[src/rtl/tmr_pkg.sv]
// Package: register map, field layout and types of the 16-bit timer block
package tmr_pkg;

  // ----------------------------------------------------------------
  // Register byte offsets
  // ----------------------------------------------------------------
  localparam logic [4:0] ADR_CTRL   = 5'h00;
  localparam logic [4:0] ADR_CNT_LO = 5'h04;
  localparam logic [4:0] ADR_CNT_HI = 5'h08;
  localparam logic [4:0] ADR_STATUS = 5'h0c;
  localparam logic [4:0] ADR_MASK   = 5'h10;
  localparam logic [4:0] ADR_CCV_LO = 5'h14;
  localparam logic [4:0] ADR_CCV_HI = 5'h18;
  localparam logic [4:0] ADR_CCMODE = 5'h1c;

  // ----------------------------------------------------------------
  // Status and mask bit positions
  // ----------------------------------------------------------------
  localparam int ST_ROLL = 0;
  localparam int ST_CAPT = 1;
  localparam int ST_CMP  = 2;

  // ----------------------------------------------------------------
  // Reset values and counts
  // ----------------------------------------------------------------
  localparam logic [15:0] CNT_RST    = 16'h0000;
  localparam logic [15:0] CNT_MAX    = 16'hffff;
  localparam logic [15:0] CCV_RST    = 16'h0000;
  localparam logic [2:0]  FLAGS_RST  = 3'h0;
  localparam logic [1:0]  INSTR_DIV  = 2'h3;
  localparam logic [1:0]  DIV_RST    = 2'h0;

  // ----------------------------------------------------------------
  // Types
  // ----------------------------------------------------------------
  typedef struct packed {
    logic global_irq_enable;
    logic peripheral_irq_enable;
    logic rollover_irq_enable;
    logic secondary_osc_enable;
    logic timer_clock_select;
    logic sync_disable_bit;
    logic timer_on_bit;
  } tmr_ctrl_s;

  localparam tmr_ctrl_s CTRL_RST = '0;

  typedef enum logic [1:0] {
    CCM_OFF     = 2'b00,
    CCM_CAPTURE = 2'b01,
    CCM_COMPARE = 2'b10,
    CCM_SPECIAL = 2'b11
  } tmr_ccmode_e;

  typedef struct packed {
    logic        cyc;
    logic        stb;
    logic        we;
    logic [3:0]  sel;
    logic [4:0]  adr;
    logic [31:0] dat;
  } tmr_wb_req_s;

endpackage

[src/rtl/tmr_timer16.sv]
// Module: 16-bit timer with rollover flag, sleep counting and capture/compare time base
// Operation
// - The 16-bit counter counts up to ffff and wraps to 0000 on the next count.
// - A wrap from ffff to 0000 sets the rollover interrupt flag.
// - The rollover interrupt asserts only with timer on, rollover, peripheral and global enables set.
// - The rollover flag stays set until software clears it.
// - In sleep the counter runs only as an asynchronous counter from the external source.
// - An overflow in sleep wakes the core, and the interrupt follows only with global enable.
// - The secondary oscillator keeps running in sleep whatever the sync disable bit says.
// - In capture mode a capture event copies the counter into the capture/compare pair.
// - In compare mode equality of counter and compare pair fires an event.
// - A special event trigger from any unit clears both counter bytes.
// - A special event clear does not set the rollover flag.
// - In special event mode the compare pair acts as the counter period.
// - A software write to a counter byte wins over a coincident special event clear.
//
// Our own choices: register access over Wishbone and the register addresses.
`timescale 1ns/10ps
module tmr_timer16 (
  // System
  input  wire logic        clock,
  input  wire logic        sys_rst,
  // Wishbone slave
  input  wire logic        wb_cyc_i,
  input  wire logic        wb_stb_i,
  input  wire logic        wb_we_i,
  input  wire logic [3:0]  wb_sel_i,
  input  wire logic [4:0]  wb_adr_i,
  input  wire logic [31:0] wb_dat_i,
  output logic [31:0]      wb_dat_o,
  output logic             wb_ack_o,
  // Clock sources and power state
  input  wire logic        ext_clk_i,
  input  wire logic        sleep_i,
  output logic             sosc_run_o,
  // Capture/compare side
  input  wire logic        capture_evt_i,
  input  wire logic        special_trig_i,
  output logic             compare_evt_o,
  // Interrupt and wake
  output logic             irq_o,
  output logic             wake_o
);

  // ----------------------------------------------------------------
  // Registers
  // ----------------------------------------------------------------
  tmr_pkg::tmr_ctrl_s   ctrl_q;
  tmr_pkg::tmr_ccmode_e ccmode_q;
  tmr_pkg::tmr_wb_req_s req;
  logic [15:0]          count_q;
  logic [15:0]          count_d;
  logic [15:0]          ccv_q;
  logic [2:0]           status_q;
  logic [2:0]           status_d;
  logic [2:0]           mask_q;
  logic [1:0]           div_q;
  logic                 ext_prev_q;
  logic                 match_prev_q;
  logic                 ack_q;
  logic [31:0]          rdat_q;

  // ----------------------------------------------------------------
  // Bus decode
  // ----------------------------------------------------------------
  logic wr_en;
  logic wr_lane0;
  logic wr_cnt_lo;
  logic wr_cnt_hi;
  logic cnt_write;

  function automatic logic hit(input logic [4:0] adr, input logic [4:0] ofs);
    hit = (adr == ofs);
  endfunction

  assign req       = '{cyc: wb_cyc_i, stb: wb_stb_i, we: wb_we_i, sel: wb_sel_i,
                       adr: wb_adr_i, dat: wb_dat_i};
  assign wr_en     = req.cyc && req.stb && req.we && ack_q;
  assign wr_lane0  = wr_en && req.sel[0];
  assign wr_cnt_lo = wr_lane0 && hit(req.adr, tmr_pkg::ADR_CNT_LO);
  assign wr_cnt_hi = wr_lane0 && hit(req.adr, tmr_pkg::ADR_CNT_HI);
  assign cnt_write = wr_cnt_lo || wr_cnt_hi;

  // Single wait state; ack drops in the cycle after it is given
  always_ff @(posedge clock or posedge sys_rst) begin
    if (sys_rst) begin
      ack_q <= 1'b0;
    end else begin
      ack_q <= req.cyc && req.stb && !ack_q;
    end
  end
  assign wb_ack_o = ack_q;

  // Read data captured on the same edge that raises ack; unmapped reads return zero
  always_ff @(posedge clock or posedge sys_rst) begin
    if (sys_rst) begin
      rdat_q <= 32'h0000_0000;
    end else if (req.cyc && req.stb && !ack_q) begin
      case (req.adr)
        tmr_pkg::ADR_CTRL:   rdat_q <= {25'h0, ctrl_q};
        tmr_pkg::ADR_CNT_LO: rdat_q <= {24'h0, count_q[7:0]};
        tmr_pkg::ADR_CNT_HI: rdat_q <= {24'h0, count_q[15:8]};
        tmr_pkg::ADR_STATUS: rdat_q <= {29'h0, status_q};
        tmr_pkg::ADR_MASK:   rdat_q <= {29'h0, mask_q};
        tmr_pkg::ADR_CCV_LO: rdat_q <= {24'h0, ccv_q[7:0]};
        tmr_pkg::ADR_CCV_HI: rdat_q <= {24'h0, ccv_q[15:8]};
        tmr_pkg::ADR_CCMODE: rdat_q <= {30'h0, ccmode_q};
        default:             rdat_q <= 32'h0000_0000;
      endcase
    end
  end
  assign wb_dat_o = rdat_q;

  // ----------------------------------------------------------------
  // Control, mask and mode registers
  // ----------------------------------------------------------------
  always_ff @(posedge clock or posedge sys_rst) begin
    if (sys_rst) begin
      ctrl_q   <= tmr_pkg::CTRL_RST;
      mask_q   <= tmr_pkg::FLAGS_RST;
      ccmode_q <= tmr_pkg::CCM_OFF;
    end else if (wr_lane0) begin
      if (hit(req.adr, tmr_pkg::ADR_CTRL)) begin
        ctrl_q <= tmr_pkg::tmr_ctrl_s'(req.dat[6:0]);
      end
      if (hit(req.adr, tmr_pkg::ADR_MASK)) begin
        mask_q <= req.dat[2:0];
      end
      if (hit(req.adr, tmr_pkg::ADR_CCMODE)) begin
        ccmode_q <= tmr_pkg::tmr_ccmode_e'(req.dat[1:0]);
      end
    end
  end

  // Oscillator runs through sleep, independent of sync disable
  assign sosc_run_o = ctrl_q.secondary_osc_enable;

  // ----------------------------------------------------------------
  // Count enable
  // ----------------------------------------------------------------
  logic instr_tick;
  logic ext_edge;
  logic src_tick;
  logic async_ext;
  logic inc_en;

  // Instruction clock: system clock divided by four, halted in sleep
  always_ff @(posedge clock or posedge sys_rst) begin
    if (sys_rst) begin
      div_q      <= tmr_pkg::DIV_RST;
      ext_prev_q <= 1'b0;
    end else begin
      div_q      <= sleep_i ? tmr_pkg::DIV_RST : div_q + 2'h1;
      ext_prev_q <= ext_clk_i;
    end
  end

  assign instr_tick = (div_q == tmr_pkg::INSTR_DIV) && !sleep_i;
  assign ext_edge   = ext_clk_i && !ext_prev_q;
  assign async_ext  = ctrl_q.timer_clock_select && ctrl_q.sync_disable_bit;
  assign src_tick   = ctrl_q.timer_clock_select ? ext_edge : instr_tick;
  assign inc_en     = ctrl_q.timer_on_bit &&
                      (sleep_i ? (async_ext && ext_edge) : src_tick);

  // ----------------------------------------------------------------
  // Capture/compare
  // ----------------------------------------------------------------
  logic cmp_mode;
  logic match_now;
  logic match_evt;
  logic capt_evt;
  logic seq_clear;

  assign cmp_mode   = (ccmode_q == tmr_pkg::CCM_COMPARE) ||
                      (ccmode_q == tmr_pkg::CCM_SPECIAL);
  assign match_now  = cmp_mode && (count_q == ccv_q);
  assign match_evt  = match_now && !match_prev_q;
  assign capt_evt   = (ccmode_q == tmr_pkg::CCM_CAPTURE) && capture_evt_i;
  // Compare pair becomes the period in special event mode
  assign seq_clear  = special_trig_i ||
                      (match_evt && (ccmode_q == tmr_pkg::CCM_SPECIAL));
  assign compare_evt_o = match_evt;

  always_ff @(posedge clock or posedge sys_rst) begin
    if (sys_rst) begin
      match_prev_q <= 1'b0;
    end else begin
      match_prev_q <= match_now;
    end
  end

  always_ff @(posedge clock or posedge sys_rst) begin
    if (sys_rst) begin
      ccv_q <= tmr_pkg::CCV_RST;
    end else if (capt_evt) begin
      ccv_q <= count_q;
    end else if (wr_lane0 && hit(req.adr, tmr_pkg::ADR_CCV_LO)) begin
      ccv_q[7:0] <= req.dat[7:0];
    end else if (wr_lane0 && hit(req.adr, tmr_pkg::ADR_CCV_HI)) begin
      ccv_q[15:8] <= req.dat[7:0];
    end
  end

  // ----------------------------------------------------------------
  // Counter
  // ----------------------------------------------------------------
  logic wrap;

  assign wrap = inc_en && (count_q == tmr_pkg::CNT_MAX) && !seq_clear && !cnt_write;

  always_comb begin
    count_d = count_q;
    if (cnt_write) begin
      if (wr_cnt_lo) begin
        count_d[7:0] = req.dat[7:0];
      end
      if (wr_cnt_hi) begin
        count_d[15:8] = req.dat[7:0];
      end
    end else if (seq_clear) begin
      count_d = tmr_pkg::CNT_RST;
    end else if (inc_en) begin
      count_d = count_q + 16'h0001;
    end
  end

  always_ff @(posedge clock or posedge sys_rst) begin
    if (sys_rst) begin
      count_q <= tmr_pkg::CNT_RST;
    end else begin
      count_q <= count_d;
    end
  end

  // ----------------------------------------------------------------
  // Status flags and interrupt
  // ----------------------------------------------------------------
  logic [2:0] set_vec;
  logic [2:0] clr_vec;
  logic       roll_req;
  logic       other_req;

  assign set_vec = {match_evt, capt_evt, wrap};
  assign clr_vec = (wr_lane0 && hit(req.adr, tmr_pkg::ADR_STATUS)) ? req.dat[2:0] : 3'h0;

  // Set wins over a coincident write-one clear
  always_comb begin
    status_d = (status_q & ~clr_vec) | set_vec;
  end

  always_ff @(posedge clock or posedge sys_rst) begin
    if (sys_rst) begin
      status_q <= tmr_pkg::FLAGS_RST;
    end else begin
      status_q <= status_d;
    end
  end

  // Mask bit ST_ROLL and the rollover enable and timer on bit in the control register must all be set
  assign roll_req  = status_q[tmr_pkg::ST_ROLL] && ctrl_q.rollover_irq_enable &&
                     mask_q[tmr_pkg::ST_ROLL] && ctrl_q.timer_on_bit;
  assign other_req = |(status_q[2:1] & mask_q[2:1]);
  assign irq_o  = (roll_req || other_req) && ctrl_q.peripheral_irq_enable &&
                  ctrl_q.global_irq_enable;
  // Wake ignores the global enable
  assign wake_o = sleep_i && (roll_req || other_req) &&
                  ctrl_q.peripheral_irq_enable;

  // ----------------------------------------------------------------
  // Assertions
  // ----------------------------------------------------------------
  AST_WRAP: assert property (@(posedge clock) disable iff (sys_rst)
    wrap |=> count_q == 16'h0000)
    else $error("counter did not wrap to zero");

  AST_ROLL_SET: assert property (@(posedge clock) disable iff (sys_rst)
    wrap |=> status_q[0])
    else $error("rollover flag not set on wrap");

  AST_IRQ_GATE: assert property (@(posedge clock) disable iff (sys_rst)
    (!ctrl_q.timer_on_bit || !ctrl_q.global_irq_enable) && !other_req |-> !irq_o)
    else $error("rollover interrupt without all enables");

  AST_STICKY: assert property (@(posedge clock) disable iff (sys_rst)
    status_q[0] && !clr_vec[0] |=> status_q[0])
    else $error("rollover flag cleared by hardware");

  AST_SLEEP_HOLD: assert property (@(posedge clock) disable iff (sys_rst)
    sleep_i && !async_ext && !cnt_write && !seq_clear |=> $stable(count_q))
    else $error("counter advanced in sleep without async mode");

  AST_WAKE: assert property (@(posedge clock) disable iff (sys_rst)
    sleep_i && wrap && ctrl_q.rollover_irq_enable && mask_q[0] &&
    ctrl_q.peripheral_irq_enable && $past(sleep_i) ##1 sleep_i |-> wake_o)
    else $error("no wake on overflow in sleep");

  AST_OSC: assert property (@(posedge clock) disable iff (sys_rst)
    sleep_i && ctrl_q.secondary_osc_enable |-> sosc_run_o)
    else $error("secondary oscillator stopped in sleep");

  AST_CAPTURE: assert property (@(posedge clock) disable iff (sys_rst)
    capt_evt |=> ccv_q == $past(count_q))
    else $error("capture did not copy counter");

  AST_COMPARE: assert property (@(posedge clock) disable iff (sys_rst)
    cmp_mode && count_q == ccv_q && !match_prev_q |-> compare_evt_o ##1
    status_q[tmr_pkg::ST_CMP])
    else $error("compare match did not fire");

  AST_TRIG_CLR: assert property (@(posedge clock) disable iff (sys_rst)
    special_trig_i && !cnt_write |=> count_q == 16'h0000)
    else $error("special trigger did not clear counter");

  AST_TRIG_NOFLAG: assert property (@(posedge clock) disable iff (sys_rst)
    seq_clear && !status_q[0] |=> !status_q[0])
    else $error("special trigger set rollover flag");

  AST_WRITE_WINS: assert property (@(posedge clock) disable iff (sys_rst)
    wr_cnt_lo && seq_clear |=> count_q[7:0] == $past(req.dat[7:0]))
    else $error("trigger overrode software write");

  AST_INCR: assert property (@(posedge clock) disable iff (sys_rst)
    inc_en && !cnt_write && !seq_clear && count_q != tmr_pkg::CNT_MAX |=>
    count_q == $past(count_q) + 16'h0001)
    else $error("counter did not advance by one");

  AST_ROLL_IRQ: assert property (@(posedge clock) disable iff (sys_rst)
    status_q[tmr_pkg::ST_ROLL] && mask_q[tmr_pkg::ST_ROLL] && ctrl_q.rollover_irq_enable &&
    ctrl_q.timer_on_bit && ctrl_q.peripheral_irq_enable && ctrl_q.global_irq_enable |-> irq_o)
    else $error("rollover interrupt missing with all enables set");

  AST_WAKE_SLEEP: assert property (@(posedge clock) disable iff (sys_rst)
    !sleep_i |-> !wake_o)
    else $error("wake request outside sleep");

  AST_CAPT_FLAG: assert property (@(posedge clock) disable iff (sys_rst)
    capt_evt |=> status_q[tmr_pkg::ST_CAPT])
    else $error("capture did not set its flag");

  AST_PERIOD: assert property (@(posedge clock) disable iff (sys_rst)
    match_evt && ccmode_q == tmr_pkg::CCM_SPECIAL && !cnt_write |=> count_q == 16'h0000)
    else $error("period match did not restart counter");

  AST_HI_WRITE: assert property (@(posedge clock) disable iff (sys_rst)
    wr_cnt_hi |=> count_q[15:8] == $past(req.dat[7:0]))
    else $error("high byte load did not reach counter");

endmodule

[config.mk]
export PLATFORM = sky130hd
export DESIGN_NAME = tmr_timer16
export DESIGN_NICKNAME = d
export VERILOG_FILES = /design/src/rtl/tmr_pkg.sv /design/src/rtl/tmr_timer16.sv
export SDC_FILE = /design/constraint.sdc
export NUM_CORES = 1
export LEC_CHECK = 0
export CAP_MARGIN = 20
export CORE_UTILIZATION = 34
export CTS_CLUSTER_DIAMETER = 30
export DETAILED_ROUTE_END_ITERATION = 6
export DONT_BUFFER_PORTS = 1
export PLACE_DENSITY = 0.49
export SLEW_MARGIN = 20
export SYNTH_ARGS = -nofsm -noshare
export SYNTH_HDL_FRONTEND = slang
export SYNTH_SLANG_ARGS = --single-unit
[constraint.sdc]
create_clock -name clock -period 2.48 [get_ports clock]
set_input_delay 0.372 -clock clock [delete_from_list [all_inputs] [get_ports clock]]
set_output_delay 0.372 -clock clock [all_outputs]
set_load 0.005 [all_outputs]
==> Yosys cells after proc, flatten, opt, wreduce, memory -nomap -nowiden <==
Cells that the tools add are included.
{ "classes": {"addsub": 2, "mul": 0, "n_div": 0, "n_lt_le_gt_ge": 0, "n_eq_ne": 16, "shift": 0, "n_mux": 14, "n_bitwise": 4, "reduce_logical": 50} }
{ "op_table": {"columns": ["cell", "n"], "rows": [
  ["$mux 16", 4],
  ["$pmux 8 s8", 1],
  ["$mux 8", 5],
  ["$logic_and 1x1->1", 29],
  ["$eq 5x5->1 const B", 4],
  ["$add 16x1->16 const B", 1],
  ["$eq 16x16->1", 1],
  ["$eq 16x16->1 const B", 1],
  ["$reduce_and 2->1", 6],
  ["$eq 5x4->1 const B", 2],
  ["$eq 2x2->1 const B", 3],
  ["$logic_not 1->1", 6],
  ["$ne 2x2->1 const B", 3],
  ["$eq 5x3->1 const B", 1],
  ["$logic_not 5->1", 1],
  ["$logic_or 1x1->1", 4],
  ["$reduce_bool 2->1", 2],
  ["$and 3x3->3", 1],
  ["$mux 3", 1],
  ["$not 3->3", 1],
  ["$or 3x3->3", 1],
  ["$reduce_bool 3->1", 1],
  ["$add 2x1->2 const B", 1],
  ["$and 2x2->2", 1],
  ["4 further kinds", 5]
]} }
{ "word_totals": {"regBits": 84, "latchBits": 0, "mem_bits_rw": 0, "mem_bits_ro": 0, "in_bits": 50, "out_inout_bits": 37, "elab_cells": 105, "mem_count": 0} }

==> Longest topological paths before layout <==
Gate-level depths: netlist of run 1.
{ "logic_depth": {"word_depth": 10, "ltp_mapped": 8, "mapped_depth_nobuf": 7} }

==> Worst setup path before layout of run 1 <==
No wires, ideal clock.
{ "synth_path": {"path_kind": "reg-to-output", "from": "register count_q[10]", "to": "output port compare_evt_o", "arrival_ps": 1539, "required_time_ps": 2108, "path_slack_ps": 569, "path_stages_with_launch": 7, "n_path_buf": 1, "path_cell_list": "dfrtp_1 -> buf_2 -> xnor2_1 -> nand4_1 -> nor4_4 -> and4bb_2 -> and2b_1"} }
{ "synth_between": {"elab_chain_len": 3} }
{ "synth_rtl": {"columns": ["element", "line", "rtl"], "rows": [
  ["start: declaration", "tmr_timer16.sv:51", "logic [15:0] count_q;"],
  ["start signal: assignment", "tmr_timer16.sv:229", "count_q <= tmr_pkg::CNT_RST;"],
  ["start signal: assignment", "tmr_timer16.sv:231", "count_q <= count_d;"],
  ["$eq 16x16->1", "tmr_timer16.sv:176", "assign match_now = cmp_mode && (count_q == ccv_q);"],
  ["$logic_and 1x1->1", "tmr_timer16.sv:176", null],
  ["net match_now", "tmr_timer16.sv:169", "logic match_now;"],
  ["$logic_and 1x1->1", "tmr_timer16.sv:177", "assign match_evt = match_now && !match_prev_q;"],
  ["end: declaration", "tmr_timer16.sv:39", "output logic compare_evt_o,"]
]} }
The timed path passes the listed nets, and every way through them passes these cells.

==> Worst setup path after layout of run 1 <==
{ "layout_path": {"from": "register count_q[6]", "to": "output port compare_evt_o"} }
The elaborated chain is that of the path after synthesis.

==> flow_metrics.env, run 1 <==
export IMPL_grt_util_met1_pct=28.6
export IMPL_cp_arrival_ns=1.99
export IMPL_globalRoute_busiestLayer="met2"
export IMPL_die_height_um=110
export IMPL_synth_top_flop_cell="dfrtp_1"
export IMPL_routed_via_density=5.70
export IMPL_final_common_cell="dfrtp_1"
export IMPL_timing_final_crit_period_ns=2.36
export IMPL_end_kind="output pin"
export IMPL_setup_ws_ns=0.121
export IMPL_synth_warnings=0
export IMPL_final_hold_violation_count=0
export IMPL_post_drt_wl_per_cell_um=20.7
export IMPL_numClockSinks=60
export IMPL_multiInputGateArea_um2=2140
export IMPL_achievable_frequency_mhz=424
export IMPL_timing_critical_path_fanout_max=5
export IMPL_final_layout_size_suffix_gt1_share_pct=19.0
export IMPL_clock_tree_htree_level_count=3
export IMPL_numPortBuffers=0
export IMPL_worst_slew_pin_slew_ns=0.645
export IMPL_post_cts_hold_buffer_count=0
export IMPL_start_util_pct=34.8
export IMPL_pwr_density_cell_nw_per_um2=578
export IMPL_synth_async_reset_ratio_pct=100
export IMPL_grt_overflow=0
export IMPL_drt_pre_antenna_iters=5
export IMPL_final_min_period_over_clock_period_pct=95.1
export IMPL_numCtsBuffers=9
export IMPL_grt_start_max_net_pins=34
export IMPL_routed_wl_mm=11.7
export IMPL_ir_worst_vdd_v=0.000351
export IMPL_layout_cells_most_common_list="dfrtp_1, nand2_1, o21ai_0, conb_1, buf_4"
export IMPL_slew_violations=0
export IMPL_place_gp_congestion=0.889
export IMPL_rsz_0062_raised_after_global_routing="false"
export IMPL_max_stage_delay_ns=0.44
export IMPL_post_synth_top_area_cell="dfrtp_1"
export IMPL_setup_tns_final_ns=0
export IMPL_ys_types=71
export IMPL_clock_skew_ns=0.00527
export IMPL_grt_util_met2_pct=31.3
export IMPL_number_of_enable_flip_flop_cells_after_synthesis=0
export IMPL_run_status="completed"
export IMPL_ff_latch_area_um2=1500
export IMPL_slew_headroom_pct=57.0
export IMPL_synthTopCellsByArea="dfrtp_1, buf_4, mux2_2"
export IMPL_drt_drc_violations_left=0
export IMPL_worstPathCellList="xnor2_1, nand3_1, nor4_4, and4bb_2, and2b_1"
export IMPL_clk_transition_reported_paths_ns=0.05
export IMPL_grt_pass1_wl_mm=17.7
export IMPL_drv_max_cap_violation_count=0
export IMPL_worst_skew_pair_late_latency_ns=0.33
export IMPL_vias=3221
export IMPL_antennaDiodeCount=0
export IMPL_total_i_o_pin_count=87
export IMPL_dr_first_iter_drc_count=219
export IMPL_design_final_nets=469
export IMPL_drt_antenna_violating_nets=0
export IMPL_worst_path_dominant_cell_family="simple AND/OR/NAND/NOR gates"
export IMPL_met3_usage_pct=3.91
export IMPL_slowest_stage_cell_crit_path="dfrtp_1"
export IMPL_number_of_antenna_violations_at_the_first_check_in_global_routing=0
export IMPL_synth_top_cell_area_share_pct=37.9
export IMPL_syn_avg_cell_area_um2=9.58
export IMPL_num_fill_cells=1147
export IMPL_type_of_the_setup_path_with_the_least_slack="reg2out"
export IMPL_hpwlAfterDp_mm=8.60
export IMPL_core_area_um2=11400
export IMPL_cts_tree="yes"
export IMPL_placement_rows=39
export IMPL_chipWidth_um=110
export IMPL_power_leakage_nw=1.96
export IMPL_die_area_um2=12100
export IMPL_finalSetupViolations=0
export IMPL_number_of_flip_flops_and_latches_in_the_synthesized_netlist=60
export IMPL_crit_path_start_kind="flop"
export IMPL_gr_usage_all_layers_pct=20.6
export IMPL_critPathRequiredTime_ns=2.11
export IMPL_synth_area_um2=3960
export IMPL_first_global_vias=2990
export IMPL_buf_inv_stages_crit_path=0
export IMPL_syn_instance_count=413
export IMPL_hold_path_class="in2async"
export IMPL_clk_path_buf_depth=2
export IMPL_pre_cts_ws_ns=0.339
export IMPL_area_growth_syn_to_layout_pct=10.5
export IMPL_synth_seq_area_share_pct=37.9
export IMPL_clock_root_buffer="clkbuf_16"
-- power breakdown --
group          leakage, nW  internal, mW  switching, mW  total [mW]
sequential           0.825          1.00         0.0249        1.03
combinational        0.973        0.0622         0.0930       0.155
clock                0.159         0.901          0.445        1.35
total                 1.96          1.97          0.562        2.53
-- state kept, by name (all words and copies together) (netlist names) --
signal,cells
count_q,16
sosc_run_o,1
ccv_q,16
status_q,3
ext_prev_q,1
wb_dat_o,8
match_prev_q,1
wb_ack_o,1
div_q,2
ctrl_q,6
mask_q,3
ccmode_q,2
-- worst paths after layout --
| check | start | end | slack [ns] | cells after the start |
|---|---|---|---|---|
| max in group asynchronous | sys_rst | status_q[0] | 1.85 | 2 |
| min in group clock | ext_clk_i | ext_prev_q | 0.07 | 0 |
| worst max register to register | count_q[3] | count_q[2] | 0.30 | 7 |
| worst min register to register | div_q[0] | div_q[0] | 0.43 | 1 |
| worst max-delay path | count_q[6] | compare_evt_o | 0.12 | 5 |
| worst min-delay path | sys_rst | count_q[6] | 0.02 | 1 |
-- layout make-up --
type | count | share of cell area (%)
timing repair buffer | 22 | 4.06
clock buffer | 11 | 5.55
tap | 143 | 4.09
clock inverter | 5 | 1.72
multi-input combinational | 310 | 49.0
inverter | 14 | 1.20
sequential | 60 | 34.4
-- worst register-to-register path, cell delays in order (launching register included) --
cell,delay [ns]
dfrtp_1,0.55
inv_2,0.10
o221ai_1,0.26
nor4_4,0.09
buf_4,0.15
a21oi_4,0.43
a21oi_1,0.23
o22a_1,0.25
-- timing repair --
item                                    4_1_cts  5_1_grt
endpoints found under the setup margin        1        1
resized for setup                             0        1
gates cloned                                  0        0
pin swaps                                     1        1
setup buffers                                 0        1
-- metal layers --
metal | routed length, µm | vias up
met4 | 284 | 0
met3 | 688 | 20
met5 | 0 | -
li1 | - | 1476
met2 | 5410 | 140
met1 | 5300 | 1585
-- cell families after synthesis --
family / count (synthesis) / synth area share, %
AO/OA/AOI/OAI: 104 / 18.6
XOR/XNOR: 11 / 2.43
adder cells (fa/ha/maj): 2 / 0.632
buffers and inverters: 66 / 10.1
flip-flops: 60 / 37.9
multiplexers: 38 / 10.8
other: 1 / 0.0948
AND/OR/NAND/NOR: 131 / 19.3
-- Yosys cell counts (6+ instances only) --
master	number
a2bb2oi_1	6
a31oi_1	6
and2_1	6
buf_4	32
nand2_1	44
nand3_1	12
nor2_1	10
nand4_1	8
nor2b_1	8
mux2i_1	17
o21ai_1	8
buf_2	10
clkbuf_1	7
inv_1	12
xnor2_1	11
mux2_2	18
dfrtp_1	60
nand2b_1	7
a21oi_1	11
o21ai_0	24
a22oi_1	10
-- through the flow --
step	utilization [%]	hold slack, ns	total power, mW	cells	area, µm²
5_1_grt	38.5	0.0612	2.62	565	4370
6_report	38.5	0.0162	2.53	565	4370
3_5_place_dp	35.6	0.388	1.19	548	4050
3_3_place_gp	35.6	0.385	1.19	548	4050
4_1_cts	38.4	0.0403	2.54	564	4360
2_1_floorplan	-	0.402	1.19	436	4040
No activity file was read; power rests on OpenSTA's default activity.
==> run 2, diff against run 1 <==
--- a/config.mk
+++ b/config.mk
@@ -10,7 +10,8 @@
 export CTS_CLUSTER_DIAMETER = 30
 export DETAILED_ROUTE_END_ITERATION = 6
 export DONT_BUFFER_PORTS = 1
-export PLACE_DENSITY = 0.49
+export PLACE_DENSITY = 0.58
+export SKIP_LAST_GASP = 1
 export SLEW_MARGIN = 20
 export SYNTH_ARGS = -nofsm -noshare
 export SYNTH_HDL_FRONTEND = slang
==> flow_metrics.env, run 2 (synthesis gave the netlist of run 1 again) <==
export IMPL_worstRegToRegCells=7
export IMPL_clock_root_buffer="clkbuf_16"
export IMPL_pwr_density_cell_nw_per_um2=604
export IMPL_placedInstanceArea_um2=4020
export IMPL_worst_skew_pair_late_latency_ns=0.33
export IMPL_core_area_um2=11400
export IMPL_max_stage_delay_ns=0.48
export IMPL_antennaDiodeCount=0
export IMPL_hold_path_class="in2async"
export IMPL_hpwlAfterDp_mm=8.36
export IMPL_cts_tree="yes"
export IMPL_drt_pre_antenna_iters=7
export IMPL_numPortBuffers=0
export IMPL_vias=3261
export IMPL_clk_transition_reported_paths_ns=0.06
export IMPL_cp_arrival_ns=2.02
export IMPL_numClockSinks=60
export IMPL_routed_wl_mm=11.5
export IMPL_clock_skew_ns=0.00620
export IMPL_start_util_pct=34.8
export IMPL_final_hold_violation_count=0
export IMPL_numCtsBuffers=9
export IMPL_clk_path_buf_depth=2
export IMPL_timing_critical_path_fanout_max=10
export IMPL_r2r_end="count_q[9]"
export IMPL_type_of_the_setup_path_with_the_least_slack="reg2out"
export IMPL_setup_tns_final_ns=0
export IMPL_finalSetupViolations=0
export IMPL_dr_first_iter_drc_count=310
export IMPL_final_layout_size_suffix_gt1_share_pct=18.9
export IMPL_area_growth_syn_to_layout_pct=10.7
export IMPL_chipWidth_um=110
export IMPL_grt_overflow=0
export IMPL_crit_path_end="compare_evt_o"
export IMPL_slew_headroom_pct=52.6
export IMPL_timing_final_crit_period_ns=2.40
export IMPL_worstPathCellList="xnor2_1, nand2_1, nor4_4, and4bb_2, and2b_1"
export IMPL_start_point_of_the_critical_path="count_q[2]"
export IMPL_grt_pass1_wl_mm=17.4
export IMPL_layout_core_utilization_pct=38.5
export IMPL_routed_via_density=5.80
export IMPL_design_final_nets=466
export IMPL_slowest_stage_cell_crit_path="dfrtp_2"
export IMPL_critPathRequiredTime_ns=2.11
export IMPL_drv_max_cap_violation_count=0
export IMPL_regToRegStartpoint="count_q[3]"
export IMPL_first_global_vias=3018
export IMPL_run_status="completed"
export IMPL_post_drt_wl_per_cell_um=20.5
export IMPL_number_of_antenna_violations_at_the_first_check_in_global_routing=0
export IMPL_multiInputGateArea_um2=2140
export IMPL_total_i_o_pin_count=87
export IMPL_grt_start_max_net_pins=34
export IMPL_rsz_0062_raised_after_global_routing="false"
export IMPL_clock_tree_htree_level_count=3
export IMPL_slew_violations=0
export IMPL_end_kind="output pin"
export IMPL_final_area_um2=4380
export IMPL_achievable_frequency_mhz=417
export IMPL_die_area_um2=12100
export IMPL_crit_path_start_kind="flop"
export IMPL_ir_worst_vdd_v=0.000348
export IMPL_placement_rows=39
export IMPL_drt_drc_violations_left=0
export IMPL_final_common_cell="dfrtp_1"
export IMPL_num_fill_cells=1105
export IMPL_layout_cells_most_common_list="dfrtp_1, nand2_1, o21ai_0, conb_1"
export IMPL_gr_usage_all_layers_pct=19.8
export IMPL_place_gp_congestion=0.898
export IMPL_die_height_um=110
export IMPL_ff_latch_area_um2=1500
export IMPL_drt_antenna_violating_nets=0
export IMPL_regToRegSetupSlack_ns=0.33
export IMPL_final_min_period_over_clock_period_pct=96.6
export IMPL_power_leakage_nw=1.95
export IMPL_worst_slew_pin_slew_ns=0.708
==> run 2: cell type report <==
| type | count | share of cell area, % |
|---|---|---|
| multi-input cells | 310 | 48.9 |
| flip-flops and latches | 60 | 34.3 |
| clock buffers | 9 | 5.14 |
| well taps | 143 | 4.08 |
| repair buffers | 19 | 3.54 |
| clock inverters | 7 | 2.83 |
| inverters | 14 | 1.20 |
==> run 2: worst min-delay path by stage <==
| stage | end | cells after the start |
|---|---|---|
| after floorplan | div_q[0] | 1 |
| after global placement | count_q[4] | 1 |
| after detailed placement | ext_prev_q | 0 |
| after CTS | count_q[4] | 1 |
| after global routing | ext_prev_q | 0 |
| final | count_q[4] | 1 |
==> run 2: timing repair <==
item | 4_1_cts | 5_1_grt
buffers inserted | 0 | 1
hold buffers | 0 | 0
setup endpoints to repair | 0 | 1
gates resized for setup | 0 | 2
==> run 2: through the flow <==
step                      setup slack [ns]  power (mW)  hold WS (ns)  cells
after detailed placement             0.327        1.19         0.404    545
after global routing                0.0134        2.73        0.0591    562
after CTS                         0.000137        2.65        0.0630    561
final                               0.0846        2.65        0.0310    562
after global placement               0.301        1.19         0.402    545
after floorplan                      0.569        1.19         0.402    436
==> run 2: worst max-delay path, delay by kind of cell, from the launching register on <==
| kind | cells | cell delay (ns) |
|---|---|---|
| DFF | 1 | 0.48 |
| xor gates and xnor gates | 1 | 0.21 |
| and+or+nand+nor | 4 | 1.01 |
==> run 2: power by group <==
| group | internal, mW | total, mW | switching [mW] |
|---|---|---|---|
| clock network | 0.988 | 1.47 | 0.483 |
| registers | 1.00 | 1.03 | 0.0239 |
| logic | 0.0592 | 0.150 | 0.0906 |
| total | 2.05 | 2.65 | 0.598 |
==> run 2: routing by layer <==
| layer | wire length (µm) | up-vias | track usage, % |
|---|---|---|---|
| met1 | 4880 | 1595 | 26.5 |
| li1 | - | 1465 | - |
| met2 | 5420 | 170 | 31.2 |
| met4 | 393 | 0 | 7.52 |
| met3 | 822 | 31 | 4.21 |
| met5 | 0 | - | 0 |
